[src/logic/mmf_pkg.sv]
// Constants and types shared by the serial master framer.
package mmf_pkg;
	// Timing, all in the units stated by the name
	localparam int unsigned CLK_PERIOD_NS = 10;
	localparam int unsigned CHAR_TIME_NS = 1145834; // One 11-bit character at 9600 baud
	localparam int unsigned T35_CYC = (7 * CHAR_TIME_NS + 2 * CLK_PERIOD_NS - 1)
		/ (2 * CLK_PERIOD_NS);
	localparam int unsigned ANSWER_DELAY_NS = 100000000;
	localparam int unsigned ANSWER_CYC = ANSWER_DELAY_NS / CLK_PERIOD_NS;
	// Function codes
	localparam logic [7:0] FC_RD_OBITS = 8'h01;
	localparam logic [7:0] FC_RD_IBITS = 8'h02;
	localparam logic [7:0] FC_RD_OWORDS = 8'h03;
	localparam logic [7:0] FC_RD_IWORDS = 8'h04;
	localparam logic [7:0] FC_WR_BIT = 8'h05;
	localparam logic [7:0] FC_WR_WORD = 8'h06;
	localparam logic [7:0] FC_WR_BITS = 8'h0f;
	localparam logic [7:0] FC_WR_WORDS = 8'h10;
	localparam logic [7:0] EXC_FLAG = 8'h80;
	localparam logic [7:0] BCAST_ADR = 8'h00;
	localparam logic [15:0] COIL_ON = 16'hff00;
	localparam logic [15:0] COIL_OFF = 16'h0000;
	localparam logic [7:0] MAX_DATA_BYTES = 8'hfa; // 250
	// Framing characters and layout
	localparam logic [7:0] CH_START = 8'h3a;
	localparam logic [7:0] CH_CR = 8'h0d;
	localparam logic [7:0] CH_LF = 8'h0a;
	localparam logic [8:0] HDR_LEN = 9'h006;
	localparam logic [8:0] DATA_BASE = 9'h007;
	localparam logic [7:0] RX_MIN_LEN = 8'h03;
	localparam logic [7:0] RX_FULL = 8'hff;
	// Checksum
	localparam logic [15:0] CRC_INIT = 16'hffff;
	localparam logic [15:0] CRC_POLY = 16'ha001;
	localparam logic [7:0] SUM_INIT = 8'h00;
	// Outcome of one exchange
	typedef enum logic [2:0] {
		ST_OK, ST_EXCEPT, ST_TIMEOUT, ST_CKSUM, ST_FUNC, ST_ADDR, ST_REJECT, ST_LONG
	} mmf_status_t;
endpackage : mmf_pkg

[src/logic/mmf_ck_if.sv]
// Checksum request and result bundle between framer and checksum unit.
interface mmf_ck_if;
	logic clear;
	logic feed;
	logic [7:0] din;
	logic [15:0] crc;
	logic [7:0] sum;
	modport engine (input clear, input feed, input din, output crc, output sum);
	modport user (output clear, output feed, output din, input crc, input sum);
endinterface : mmf_ck_if

[src/logic/mmf_master.sv]
// Serial master framer: builds requests, frames them, checks the reply.
// Summary of operation
// RULE_01: Only one exchange with one slave is in progress at any time.
// RULE_02: After sending, wait up to the answer delay; accept no new request meanwhile.
// RULE_03: Broadcast uses address 0; no reply is awaited or checked.
// RULE_04: Broadcast is allowed only for write codes; read broadcasts are rejected.
// RULE_05: ASCII or RTU framing is chosen per request at run time.
// RULE_06: ASCII sends each byte as two hex characters between start and end marks.
// RULE_07: RTU sends each byte as one character; silence marks telegram ends.
// RULE_08: Read codes 01h, 02h, 03h and 04h are supported.
// RULE_09: Write codes 05h, 06h, 0Fh and 10h are supported.
// RULE_10: Reply code with 80h set is an exception; unchanged code is success.
// RULE_11: Checksum appended on send and checked on receive: CRC in RTU, LRC in ASCII.
// RULE_12: Bit read sends address, code, first bit, bit count and checksum.
// RULE_13: Read reply holds address, code, byte count, up to 250 bytes, checksum.
// RULE_14: Word read sends first word and count; reply words come high byte first.
// RULE_15: Single bit write sends address and state FF00h for set, 0000h for clear.
// RULE_16: Single word write sends address and value; reply echoes both.
// RULE_17: Multi bit write sends address, bit count, byte count, up to 250 bytes.
// RULE_18: Multi word write sends address, word count, byte count, then the words.
// RULE_19: Flag missing reply after the answer delay, and a wrong checksum.
// RULE_20: Flag wrong function code and wrong slave address in the reply.
// RULE_21: CRC 16 init all ones sent low byte first; LRC is negated byte sum.
// RULE_22: In RTU, 3.5 character times of silence end a telegram.
module mmf_master #(
	parameter int unsigned T35_CYC = mmf_pkg::T35_CYC,
	parameter int unsigned ANSWER_CYC = mmf_pkg::ANSWER_CYC
) (
	input wire logic core_clk,
	input wire logic rst_n,
	input wire logic ascii_mode,
	input wire logic req_valid,
	output logic req_ready,
	input wire logic [7:0] req_slave,
	input wire logic [7:0] req_func,
	input wire logic [15:0] req_addr,
	input wire logic [15:0] req_count,
	input wire logic req_bit,
	input wire logic [7:0] req_nbytes,
	output logic [7:0] req_data_idx,
	input wire logic [7:0] req_data,
	output logic [7:0] tx_char,
	output logic tx_valid,
	input wire logic tx_ready,
	input wire logic [7:0] rx_char,
	input wire logic rx_valid,
	output logic done,
	output mmf_pkg::mmf_status_t status,
	output logic [7:0] rsp_len,
	input wire logic [7:0] rsp_rd_idx,
	output logic [7:0] rsp_rd_data
);
	typedef enum logic [2:0] {S_IDLE, S_PRE, S_START, S_BYTE, S_CK, S_END, S_RX, S_CHECK}
		mmf_state_t;

	mmf_state_t state_reg;
	logic req_ready_reg, tx_valid_reg, done_reg, clr_reg, tx_feed_reg;
	logic [7:0] tx_char_reg, req_data_idx_reg, tx_byte_reg;
	mmf_pkg::mmf_status_t status_reg;
	logic [7:0] slave_reg, func_reg, nb_reg;
	logic [15:0] f1_reg, f2_reg, ck_word_reg;
	logic ascii_reg, multi_reg, nib_reg;
	logic [1:0] step_reg;
	logic [8:0] tx_idx_reg;
	logic [31:0] gap_reg, timer_reg;
	logic [7:0] rx_len_reg, rx_adr_reg, rx_fc_reg, rx_din_reg, rx_hi_reg;
	logic [3:0] rx_hi_nib_reg;
	logic rx_feed_reg, rx_in_frame_reg, rx_nib_reg, rx_cr_reg, rx_bad_reg, rx_ovf_reg;
	logic [7:0] rsp_rd_data_reg;
	logic [7:0] rsp_buf [0:255];
	logic [8:0] frame_len;
	logic [7:0] cur_byte;
	logic is_read, is_write, reject, rx_store, rx_done, rx_seen, ck_ok;
	logic [7:0] rx_byte;
	logic [4:0] rx_hexval;

	mmf_ck_if ck_bus ();

	mmf_cksum u_cksum (
		.core_clk(core_clk),
		.rst_n(rst_n),
		.ck(ck_bus)
	);

	// Binary nibble to upper-case hex character
	function automatic logic [7:0] to_hex(input logic [3:0] n);
		return (n < 4'ha) ? (8'h30 + {4'h0, n}) : (8'h37 + {4'h0, n});
	endfunction : to_hex

	// Hex character to nibble, top bit marks a legal digit
	function automatic logic [4:0] from_hex(input logic [7:0] c);
		if (c >= 8'h30 && c <= 8'h39) return {1'b1, 4'(c - 8'h30)};
		if (c >= 8'h41 && c <= 8'h46) return {1'b1, 4'(c - 8'h37)};
		if (c >= 8'h61 && c <= 8'h66) return {1'b1, 4'(c - 8'h57)};
		return 5'h00;
	endfunction : from_hex

	// Request classification
	assign is_read = (req_func >= mmf_pkg::FC_RD_OBITS) && (req_func <= mmf_pkg::FC_RD_IWORDS);
	assign is_write = (req_func == mmf_pkg::FC_WR_BIT) || (req_func == mmf_pkg::FC_WR_WORD)
		|| (req_func == mmf_pkg::FC_WR_BITS) || (req_func == mmf_pkg::FC_WR_WORDS);
	assign reject = !(is_read || is_write) // [RULE_08] [RULE_09]
		|| (is_read && req_slave == mmf_pkg::BCAST_ADR) // [RULE_04]
		|| (req_nbytes > mmf_pkg::MAX_DATA_BYTES); // [RULE_17]
	assign frame_len = multi_reg ? (mmf_pkg::DATA_BASE + {1'b0, nb_reg}) : mmf_pkg::HDR_LEN;

	// Telegram byte at the current index, words high byte first
	always_comb begin
		unique case (tx_idx_reg)
			9'h000: cur_byte = slave_reg;
			9'h001: cur_byte = func_reg;
			9'h002: cur_byte = f1_reg[15:8]; // [RULE_12] [RULE_14]
			9'h003: cur_byte = f1_reg[7:0];
			9'h004: cur_byte = f2_reg[15:8]; // [RULE_16]
			9'h005: cur_byte = f2_reg[7:0];
			9'h006: cur_byte = nb_reg; // [RULE_17] [RULE_18]
			default: cur_byte = req_data;
		endcase
	end

	// Checksum feed from whichever side is active
	assign ck_bus.clear = clr_reg;
	assign ck_bus.feed = tx_feed_reg | rx_feed_reg;
	assign ck_bus.din = tx_feed_reg ? tx_byte_reg : rx_din_reg;
	assign ck_ok = ascii_reg ? (ck_bus.sum == mmf_pkg::SUM_INIT) : (ck_bus.crc == 16'h0000);

	// Main sequence: accept, send, await, evaluate
	always_ff @(posedge core_clk or negedge rst_n) begin
		if (!rst_n) begin
			state_reg <= S_IDLE;
			req_ready_reg <= 1'b0;
			tx_valid_reg <= 1'b0;
			tx_char_reg <= 8'h00;
			tx_feed_reg <= 1'b0;
			tx_byte_reg <= 8'h00;
			done_reg <= 1'b0;
			clr_reg <= 1'b0;
			status_reg <= mmf_pkg::ST_OK;
			slave_reg <= 8'h00;
			func_reg <= 8'h00;
			nb_reg <= 8'h00;
			f1_reg <= 16'h0000;
			f2_reg <= 16'h0000;
			ck_word_reg <= 16'h0000;
			ascii_reg <= 1'b0;
			multi_reg <= 1'b0;
			nib_reg <= 1'b0;
			step_reg <= 2'h0;
			tx_idx_reg <= 9'h000;
		end else begin
			done_reg <= 1'b0;
			clr_reg <= 1'b0;
			tx_feed_reg <= 1'b0;
			if (tx_valid_reg && tx_ready)
				tx_valid_reg <= 1'b0;
			unique case (state_reg)
				S_IDLE: begin
					req_ready_reg <= 1'b1;
					if (req_valid && req_ready_reg) begin
						req_ready_reg <= 1'b0; // [RULE_01] [RULE_02]
						slave_reg <= req_slave;
						func_reg <= req_func;
						f1_reg <= req_addr;
						f2_reg <= (req_func == mmf_pkg::FC_WR_BIT) ? // [RULE_15]
							(req_bit ? mmf_pkg::COIL_ON : mmf_pkg::COIL_OFF) : req_count;
						nb_reg <= req_nbytes;
						multi_reg <= (req_func == mmf_pkg::FC_WR_BITS)
							|| (req_func == mmf_pkg::FC_WR_WORDS);
						ascii_reg <= ascii_mode; // [RULE_05]
						tx_idx_reg <= 9'h000;
						nib_reg <= 1'b0;
						step_reg <= 2'h0;
						clr_reg <= 1'b1;
						if (reject) begin
							status_reg <= mmf_pkg::ST_REJECT; // [RULE_04]
							done_reg <= 1'b1;
						end else begin
							state_reg <= ascii_mode ? S_START : S_PRE;
						end
					end
				end
				S_PRE: begin
					if (gap_reg >= T35_CYC)
						state_reg <= S_BYTE; // [RULE_07]
				end
				S_START: begin
					if (!tx_valid_reg) begin
						tx_char_reg <= mmf_pkg::CH_START; // [RULE_06]
						tx_valid_reg <= 1'b1;
						state_reg <= S_BYTE;
					end
				end
				S_BYTE: begin
					if (!tx_valid_reg) begin
						if (tx_idx_reg == frame_len) begin
							ck_word_reg <= ascii_reg ? {8'h00, 8'(8'h00 - ck_bus.sum)} : ck_bus.crc;
							state_reg <= S_CK; // [RULE_11]
						end else begin
							tx_valid_reg <= 1'b1;
							if (!ascii_reg || !nib_reg) begin
								tx_byte_reg <= cur_byte;
								tx_feed_reg <= 1'b1;
							end
							if (!ascii_reg) begin
								tx_char_reg <= cur_byte; // [RULE_07]
								tx_idx_reg <= tx_idx_reg + 9'h001;
							end else if (!nib_reg) begin
								tx_char_reg <= to_hex(cur_byte[7:4]); // [RULE_06]
								nib_reg <= 1'b1;
							end else begin
								tx_char_reg <= to_hex(cur_byte[3:0]);
								nib_reg <= 1'b0;
								tx_idx_reg <= tx_idx_reg + 9'h001;
							end
						end
					end
				end
				S_CK: begin
					if (!tx_valid_reg) begin
						tx_valid_reg <= 1'b1;
						if (ascii_reg)
							tx_char_reg <= to_hex(step_reg[0] ? ck_word_reg[3:0] : ck_word_reg[7:4]);
						else
							tx_char_reg <= step_reg[0] ? ck_word_reg[15:8] : ck_word_reg[7:0]; // [RULE_21]
						step_reg <= step_reg[0] ? 2'h0 : 2'h1;
						if (step_reg[0])
							state_reg <= S_END;
					end
				end
				S_END: begin
					if (!tx_valid_reg) begin
						if (ascii_reg && step_reg != 2'h2) begin
							tx_char_reg <= (step_reg == 2'h0) ? mmf_pkg::CH_CR : mmf_pkg::CH_LF;
							tx_valid_reg <= 1'b1; // [RULE_06]
							step_reg <= step_reg + 2'h1;
						end else if (slave_reg == mmf_pkg::BCAST_ADR) begin
							status_reg <= mmf_pkg::ST_OK; // [RULE_03]
							done_reg <= 1'b1;
							state_reg <= S_IDLE;
						end else begin
							clr_reg <= 1'b1;
							state_reg <= S_RX;
						end
					end
				end
				S_RX: begin
					if (rx_done) begin
						state_reg <= S_CHECK;
					end else if (!rx_seen && timer_reg >= ANSWER_CYC) begin
						status_reg <= mmf_pkg::ST_TIMEOUT; // [RULE_19] [RULE_02]
						done_reg <= 1'b1;
						state_reg <= S_IDLE;
					end
				end
				S_CHECK: begin
					done_reg <= 1'b1;
					state_reg <= S_IDLE;
					if (rx_ovf_reg)
						status_reg <= mmf_pkg::ST_LONG; // [RULE_13]
					else if (rx_bad_reg || rx_len_reg < mmf_pkg::RX_MIN_LEN || !ck_ok)
						status_reg <= mmf_pkg::ST_CKSUM; // [RULE_19] [RULE_11]
					else if (rx_adr_reg != slave_reg)
						status_reg <= mmf_pkg::ST_ADDR; // [RULE_20]
					else if ((rx_fc_reg & ~mmf_pkg::EXC_FLAG) != func_reg)
						status_reg <= mmf_pkg::ST_FUNC; // [RULE_20]
					else if ((rx_fc_reg & mmf_pkg::EXC_FLAG) != 8'h00)
						status_reg <= mmf_pkg::ST_EXCEPT; // [RULE_10]
					else
						status_reg <= mmf_pkg::ST_OK; // [RULE_10]
				end
			endcase
		end
	end

	// Data byte index presented ahead of use
	always_ff @(posedge core_clk or negedge rst_n) begin
		if (!rst_n)
			req_data_idx_reg <= 8'h00;
		else
			req_data_idx_reg <= 8'(tx_idx_reg - mmf_pkg::DATA_BASE);
	end

	// Line silence since last character either way
	always_ff @(posedge core_clk or negedge rst_n) begin
		if (!rst_n)
			gap_reg <= 32'h00000000;
		else if ((tx_valid_reg && tx_ready) || rx_valid)
			gap_reg <= 32'h00000000;
		else if (gap_reg < T35_CYC)
			gap_reg <= gap_reg + 32'h00000001; // [RULE_22]
	end

	// Answer delay, runs only while awaiting the first reply character
	always_ff @(posedge core_clk or negedge rst_n) begin
		if (!rst_n)
			timer_reg <= 32'h00000000;
		else if (state_reg != S_RX || rx_seen)
			timer_reg <= 32'h00000000;
		else
			timer_reg <= timer_reg + 32'h00000001; // [RULE_02]
	end

	// Decode of an incoming character
	assign rx_hexval = from_hex(rx_char);
	assign rx_seen = (rx_len_reg != 8'h00) || rx_in_frame_reg;
	assign rx_done = ascii_reg ? rx_cr_reg : ((rx_len_reg != 8'h00) && gap_reg >= T35_CYC); // [RULE_22]
	always_comb begin
		rx_store = 1'b0;
		rx_byte = rx_char;
		if (state_reg == S_RX && rx_valid) begin
			if (!ascii_reg) begin
				rx_store = 1'b1; // [RULE_07]
			end else if (rx_in_frame_reg && rx_nib_reg && rx_char != mmf_pkg::CH_CR
				&& rx_char != mmf_pkg::CH_LF && rx_char != mmf_pkg::CH_START) begin
				rx_store = 1'b1; // [RULE_06]
				rx_byte = {rx_hi_nib_reg, rx_hexval[3:0]};
			end
		end
	end

	// Reply capture and framing
	always_ff @(posedge core_clk or negedge rst_n) begin
		if (!rst_n) begin
			rx_len_reg <= 8'h00;
			rx_adr_reg <= 8'h00;
			rx_fc_reg <= 8'h00;
			rx_din_reg <= 8'h00;
			rx_hi_nib_reg <= 4'h0;
			rx_feed_reg <= 1'b0;
			rx_in_frame_reg <= 1'b0;
			rx_nib_reg <= 1'b0;
			rx_cr_reg <= 1'b0;
			rx_bad_reg <= 1'b0;
			rx_ovf_reg <= 1'b0;
		end else if (clr_reg) begin
			rx_len_reg <= 8'h00;
			rx_feed_reg <= 1'b0;
			rx_in_frame_reg <= 1'b0;
			rx_nib_reg <= 1'b0;
			rx_cr_reg <= 1'b0;
			rx_bad_reg <= 1'b0;
			rx_ovf_reg <= 1'b0;
		end else begin
			rx_feed_reg <= 1'b0;
			if (state_reg == S_RX && rx_valid && ascii_reg) begin
				if (rx_char == mmf_pkg::CH_START) begin
					rx_in_frame_reg <= 1'b1;
					rx_len_reg <= 8'h00;
					rx_nib_reg <= 1'b0;
				end else if (rx_in_frame_reg && rx_char == mmf_pkg::CH_CR) begin
					rx_cr_reg <= 1'b1;
				end else if (rx_in_frame_reg && rx_char != mmf_pkg::CH_LF) begin
					if (!rx_hexval[4])
						rx_bad_reg <= 1'b1;
					rx_hi_nib_reg <= rx_hexval[3:0];
					rx_nib_reg <= !rx_nib_reg;
				end
			end
			if (rx_store) begin
				if (rx_len_reg == mmf_pkg::RX_FULL) begin
					rx_ovf_reg <= 1'b1;
				end else begin
					rx_len_reg <= rx_len_reg + 8'h01;
					rx_din_reg <= rx_byte;
					rx_feed_reg <= 1'b1; // [RULE_11]
					if (rx_len_reg == 8'h00)
						rx_adr_reg <= rx_byte;
					if (rx_len_reg == 8'h01)
						rx_fc_reg <= rx_byte;
				end
			end
		end
	end

	// Reply buffer and its read port
	always_ff @(posedge core_clk) begin
		if (rx_store && rx_len_reg != mmf_pkg::RX_FULL)
			rsp_buf[rx_len_reg] <= rx_byte; // [RULE_13] [RULE_14]
	end
	always_ff @(posedge core_clk or negedge rst_n) begin
		if (!rst_n)
			rsp_rd_data_reg <= 8'h00;
		else
			rsp_rd_data_reg <= rsp_buf[rsp_rd_idx];
	end

	assign req_ready = req_ready_reg;
	assign req_data_idx = req_data_idx_reg;
	assign tx_char = tx_char_reg;
	assign tx_valid = tx_valid_reg;
	assign done = done_reg;
	assign status = status_reg;
	assign rsp_len = rx_len_reg;
	assign rsp_rd_data = rsp_rd_data_reg;
endmodule : mmf_master

[src/logic/mmf_cksum.sv]
// Running CRC and byte sum over the bytes of one telegram.
module mmf_cksum (
	input wire logic core_clk,
	input wire logic rst_n,
	mmf_ck_if.engine ck
);
	// One byte through the reflected CRC
	function automatic logic [15:0] crc_step(input logic [15:0] c, input logic [7:0] b);
		logic [15:0] r;
		r = c ^ {8'h00, b};
		for (int i = 0; i < 8; i++) begin
			r = r[0] ? ((r >> 1) ^ mmf_pkg::CRC_POLY) : (r >> 1);
		end
		return r;
	endfunction : crc_step

	// Both sums run in parallel; mode picks which one is used
	always_ff @(posedge core_clk or negedge rst_n) begin
		if (!rst_n) begin
			ck.crc <= mmf_pkg::CRC_INIT;
			ck.sum <= mmf_pkg::SUM_INIT;
		end else if (ck.clear) begin
			ck.crc <= mmf_pkg::CRC_INIT;
			ck.sum <= mmf_pkg::SUM_INIT;
		end else if (ck.feed) begin
			ck.crc <= crc_step(ck.crc, ck.din); // [RULE_21]
			ck.sum <= 8'(ck.sum + ck.din); // [RULE_21]
		end
	end
endmodule : mmf_cksum

[config.mk]
export PLATFORM = sky130hd
export DESIGN_NAME = mmf_master
export DESIGN_NICKNAME = d
export VERILOG_FILES = /design/src/logic/mmf_pkg.sv /design/src/logic/mmf_ck_if.sv /design/src/logic/mmf_master.sv /design/src/logic/mmf_cksum.sv
export SDC_FILE = /design/constraint.sdc
export NUM_CORES = 2
export LEC_CHECK = 0
export BUFFER_PORTS_ARGS = -buffer_cell sky130_fd_sc_hd__buf_2
export CAP_MARGIN = 0
export CORE_UTILIZATION = 44
export DETAILED_ROUTE_END_ITERATION = 16
export GPL_TIMING_DRIVEN = 0
export HOLD_SLACK_MARGIN = 0.06
export RECOVER_POWER = 100
export SLEW_MARGIN = 20
export SYNTH_ARGS = -nofsm -noshare
export SYNTH_HDL_FRONTEND = slang
export SYNTH_SLANG_ARGS = --single-unit
[constraint.sdc]
create_clock -name core_clk -period 20.2 [get_ports core_clk]
set_clock_uncertainty 0.15 [all_clocks]
set_input_delay 2.02 -clock core_clk [delete_from_list [all_inputs] [get_ports core_clk]]
set_output_delay 2.02 -clock core_clk [all_outputs]
set_load 0.005 [all_outputs]
==> qor.csv <==
metric,value,unit
syn_area,92900,um2
cts.htree.levels,4,
firstDrtPassIters,6,
place_area,98300,um2
finalCritPeriodShare,59.7,%
grt_pass1_wl,354000,um
ys_seq_area_share,73.2,%
initial_utilization,44.3,%
synth_seq_cells,2307,
fp.dieArea,213000,um2
vias_per_cell,5.94,
max_clock_freq,0.0829,GHz
final_area,104000,um2
synth-adder-area-share,0.426,%
ios,125,
min_period,12.06,ns
drive_gt1_share,21.9,%
cp_max_fo,108,
power_density,106,nW/um2
relSlewSlack,-244,%
grt_use_total,23.5,%
cts-root-buf,clkbuf_16,
core_area,210000,um2
synthArstFlopShare,11.2,%
hold_buffers,0,
cts_tree,built,
maxCapViolCount,29,
tightest_slew,5.16,ns
ys_top_cells_by_area,"edfxtp_1 66%, mux4_2 16%, dfrtp_1 6.5%",
status,"complete, but fails checks",
finalHoldViolCount,0,
hold_class,reg2reg,
largest_reg_flops,2048,
cts_buffers,228,
antenna_found_initial,12,
whs,0.330,ns
start_kind,input port,
syn_avg_cell_area,19.3,um2
num-nets-final,5348,
synth_top_family_by_area,multiplexers,
arrival,11.91,ns
synth_edf_count,2048,
synth_flop_cell,edfxtp_1,
postCtsSetupBuffers,0,
clkSlewWorstSetupHoldPaths,0.06,ns
insertion_delay,0.86,ns
ant_nets,0,
area_delta_synth_final,12.5,%
rows,168,
synth_top_cell_by_area,edfxtp_1,
cts_max_path_buffers,3,
vdd_drop_max,81.8,uV
grt_max_degree,109,
overflow,0,
cts_resized,0,
yosysUniqueCellTypes,95,
totalWireLength,249000,um
finalMaxSlewViolations,1524,
die_y,461,um
leakagePower,0.0338,uW
gp_congestion,0.888,
regToRegSetupSlack,8.71,ns
clock_sinks,2307,
hold_depth,2,
finalSetupViolations,0,
netlist_instances,4819,
yosys.area.top_type_share,66.2,%
violations,"capacitance limit, slew limit",
hpwl,170000,um
synth_compound_area_share,2.89,%
vias,48900,
place.port_buffers,119,
worstSetupEndpointType,flop,
ys_warn_count,0,
reg2regPathDepth,9,
drt_iter0_drc,5835,
rsz0062_at_grt,false,
wl_per_cell,30.2,um
dieWidth,461,um
synthSimpleGateAreaFrac,4.73,%
synth_xor_area_share,0.981,%
grt_pass1_vias,48600,
crit_required,20.04,ns
drc_errors,0,
muxShareOfSynthArea,16.3,%
crit_type,in2reg,
final_util,49.9,%
## layer usage
layer	track usage, %	up-vias	share of wire [%]	routed length (um)
met2	36.8	2123	48	118000
met3	4.48	349	8.0	19800
met1	33.7	26100	42	104000
met5	0	-	0.0052	13
met4	6.67	2	2.5	6300
li1	-	20400	-	-
## kinds of logic (layout without fill, tap and decap cells)
| kind of cell | count (synthesis) | after routing |
|---|---|---|
| AND/OR/NAND/NOR | 983 | 983 |
| flip-flops | 2307 | 2307 |
| buffers and inverters | 309 | 910 |
| AO/OA/AOI/OAI | 382 | 382 |
| other | 1 | 13 |
| XOR/XNOR | 104 | 104 |
| adder cells (fa/ha/maj) | 31 | 31 |
| multiplexers | 702 | 702 |
## where the power goes
group,internal (uW),switching [uW]
sequential,5350,130
combinational,522,909
clock,2350,1810
total,8220,2850
## final cells by class
class / instances / area (um2)
antenna: 5 / 12.5
buffer: 263 / 1190
clock buffer: 306 / 6260
clock inverter: 121 / 1060
fill: 17000 / 105000
inverter: 46 / 173
multi-input combinational: 2210 / 23400
sequential: 2307 / 68000
tap: 2805 / 3510
timing repair buffer: 174 / 827
## path summary, 6_finish.rpt
path / startpoint / endpoint
setup / recovery: rx_char[6] / rsp_buf[142][6]$_DFFE_PP_
hold / removal: u_cksum.ck.crc[5]$_DFFE_PN1P_ / u_cksum.ck.crc[5]$_DFFE_PN1P_
setup reg to reg: state_reg[0]$_DFFE_PN0P_ / rsp_buf[142][6]$_DFFE_PP_
hold reg to reg: u_cksum.ck.crc[5]$_DFFE_PN1P_ / u_cksum.ck.crc[5]$_DFFE_PN1P_
max in group asynchronous: rst_n / rsp_len[0]$_DFF_PN0_
min in group asynchronous: rst_n / status[2]$_DFFE_PN0P_
## critical path: stages
cell	delay (ns)
clkbuf_1	0.16
or4_1	0.57
o31ai_1	0.46
nor3_1	0.17
nand2_1	0.25
mux2_1	1.91
clkbuf_1	2.81
clkbuf_1	3.38
## cells in the final DEF, fill, tap and decap left out, drive strengths merged, types with 30 or more instances in the layout
cell,synthesis,layout
a21oi,91,91
a22oi,52,52
buf,109,176
clkbuf,154,567
clkinv,0,97
dfrtp,243,243
edfxtp,2048,2048
ha,30,30
inv,46,51
mux2,43,43
mux4,640,640
nand2,288,288
nand3,81,81
nor2,408,408
nor3,31,31
o21ai,74,74
xnor2,49,49
xor2,55,55
## synthesized netlist by cell type (all sizes together) (43+ instances only)
master	number
clkbuf	154
o21ai	74
mux4	640
a22oi	52
buf	109
a21oi	91
xor2	55
xnor2	49
nor2	408
nand2	288
edfxtp	2048
nand3	81
mux2	43
dfrtp	243
inv	46
## metrics by stage
stage           TNS, ns  std cells  worst slack, ns  total power, uW
2_1_floorplan         0       4826             4.34             6510
3_3_place_gp   -7401.57       7750           -10.48             7020
3_5_place_dp          0       7804            13.24             7010
4_1_cts               0       8231            14.18            11100
5_1_grt               0       8235             7.46            11400
6_report              0       8237             8.14            11100
Power figures use the tool's default switching activity.
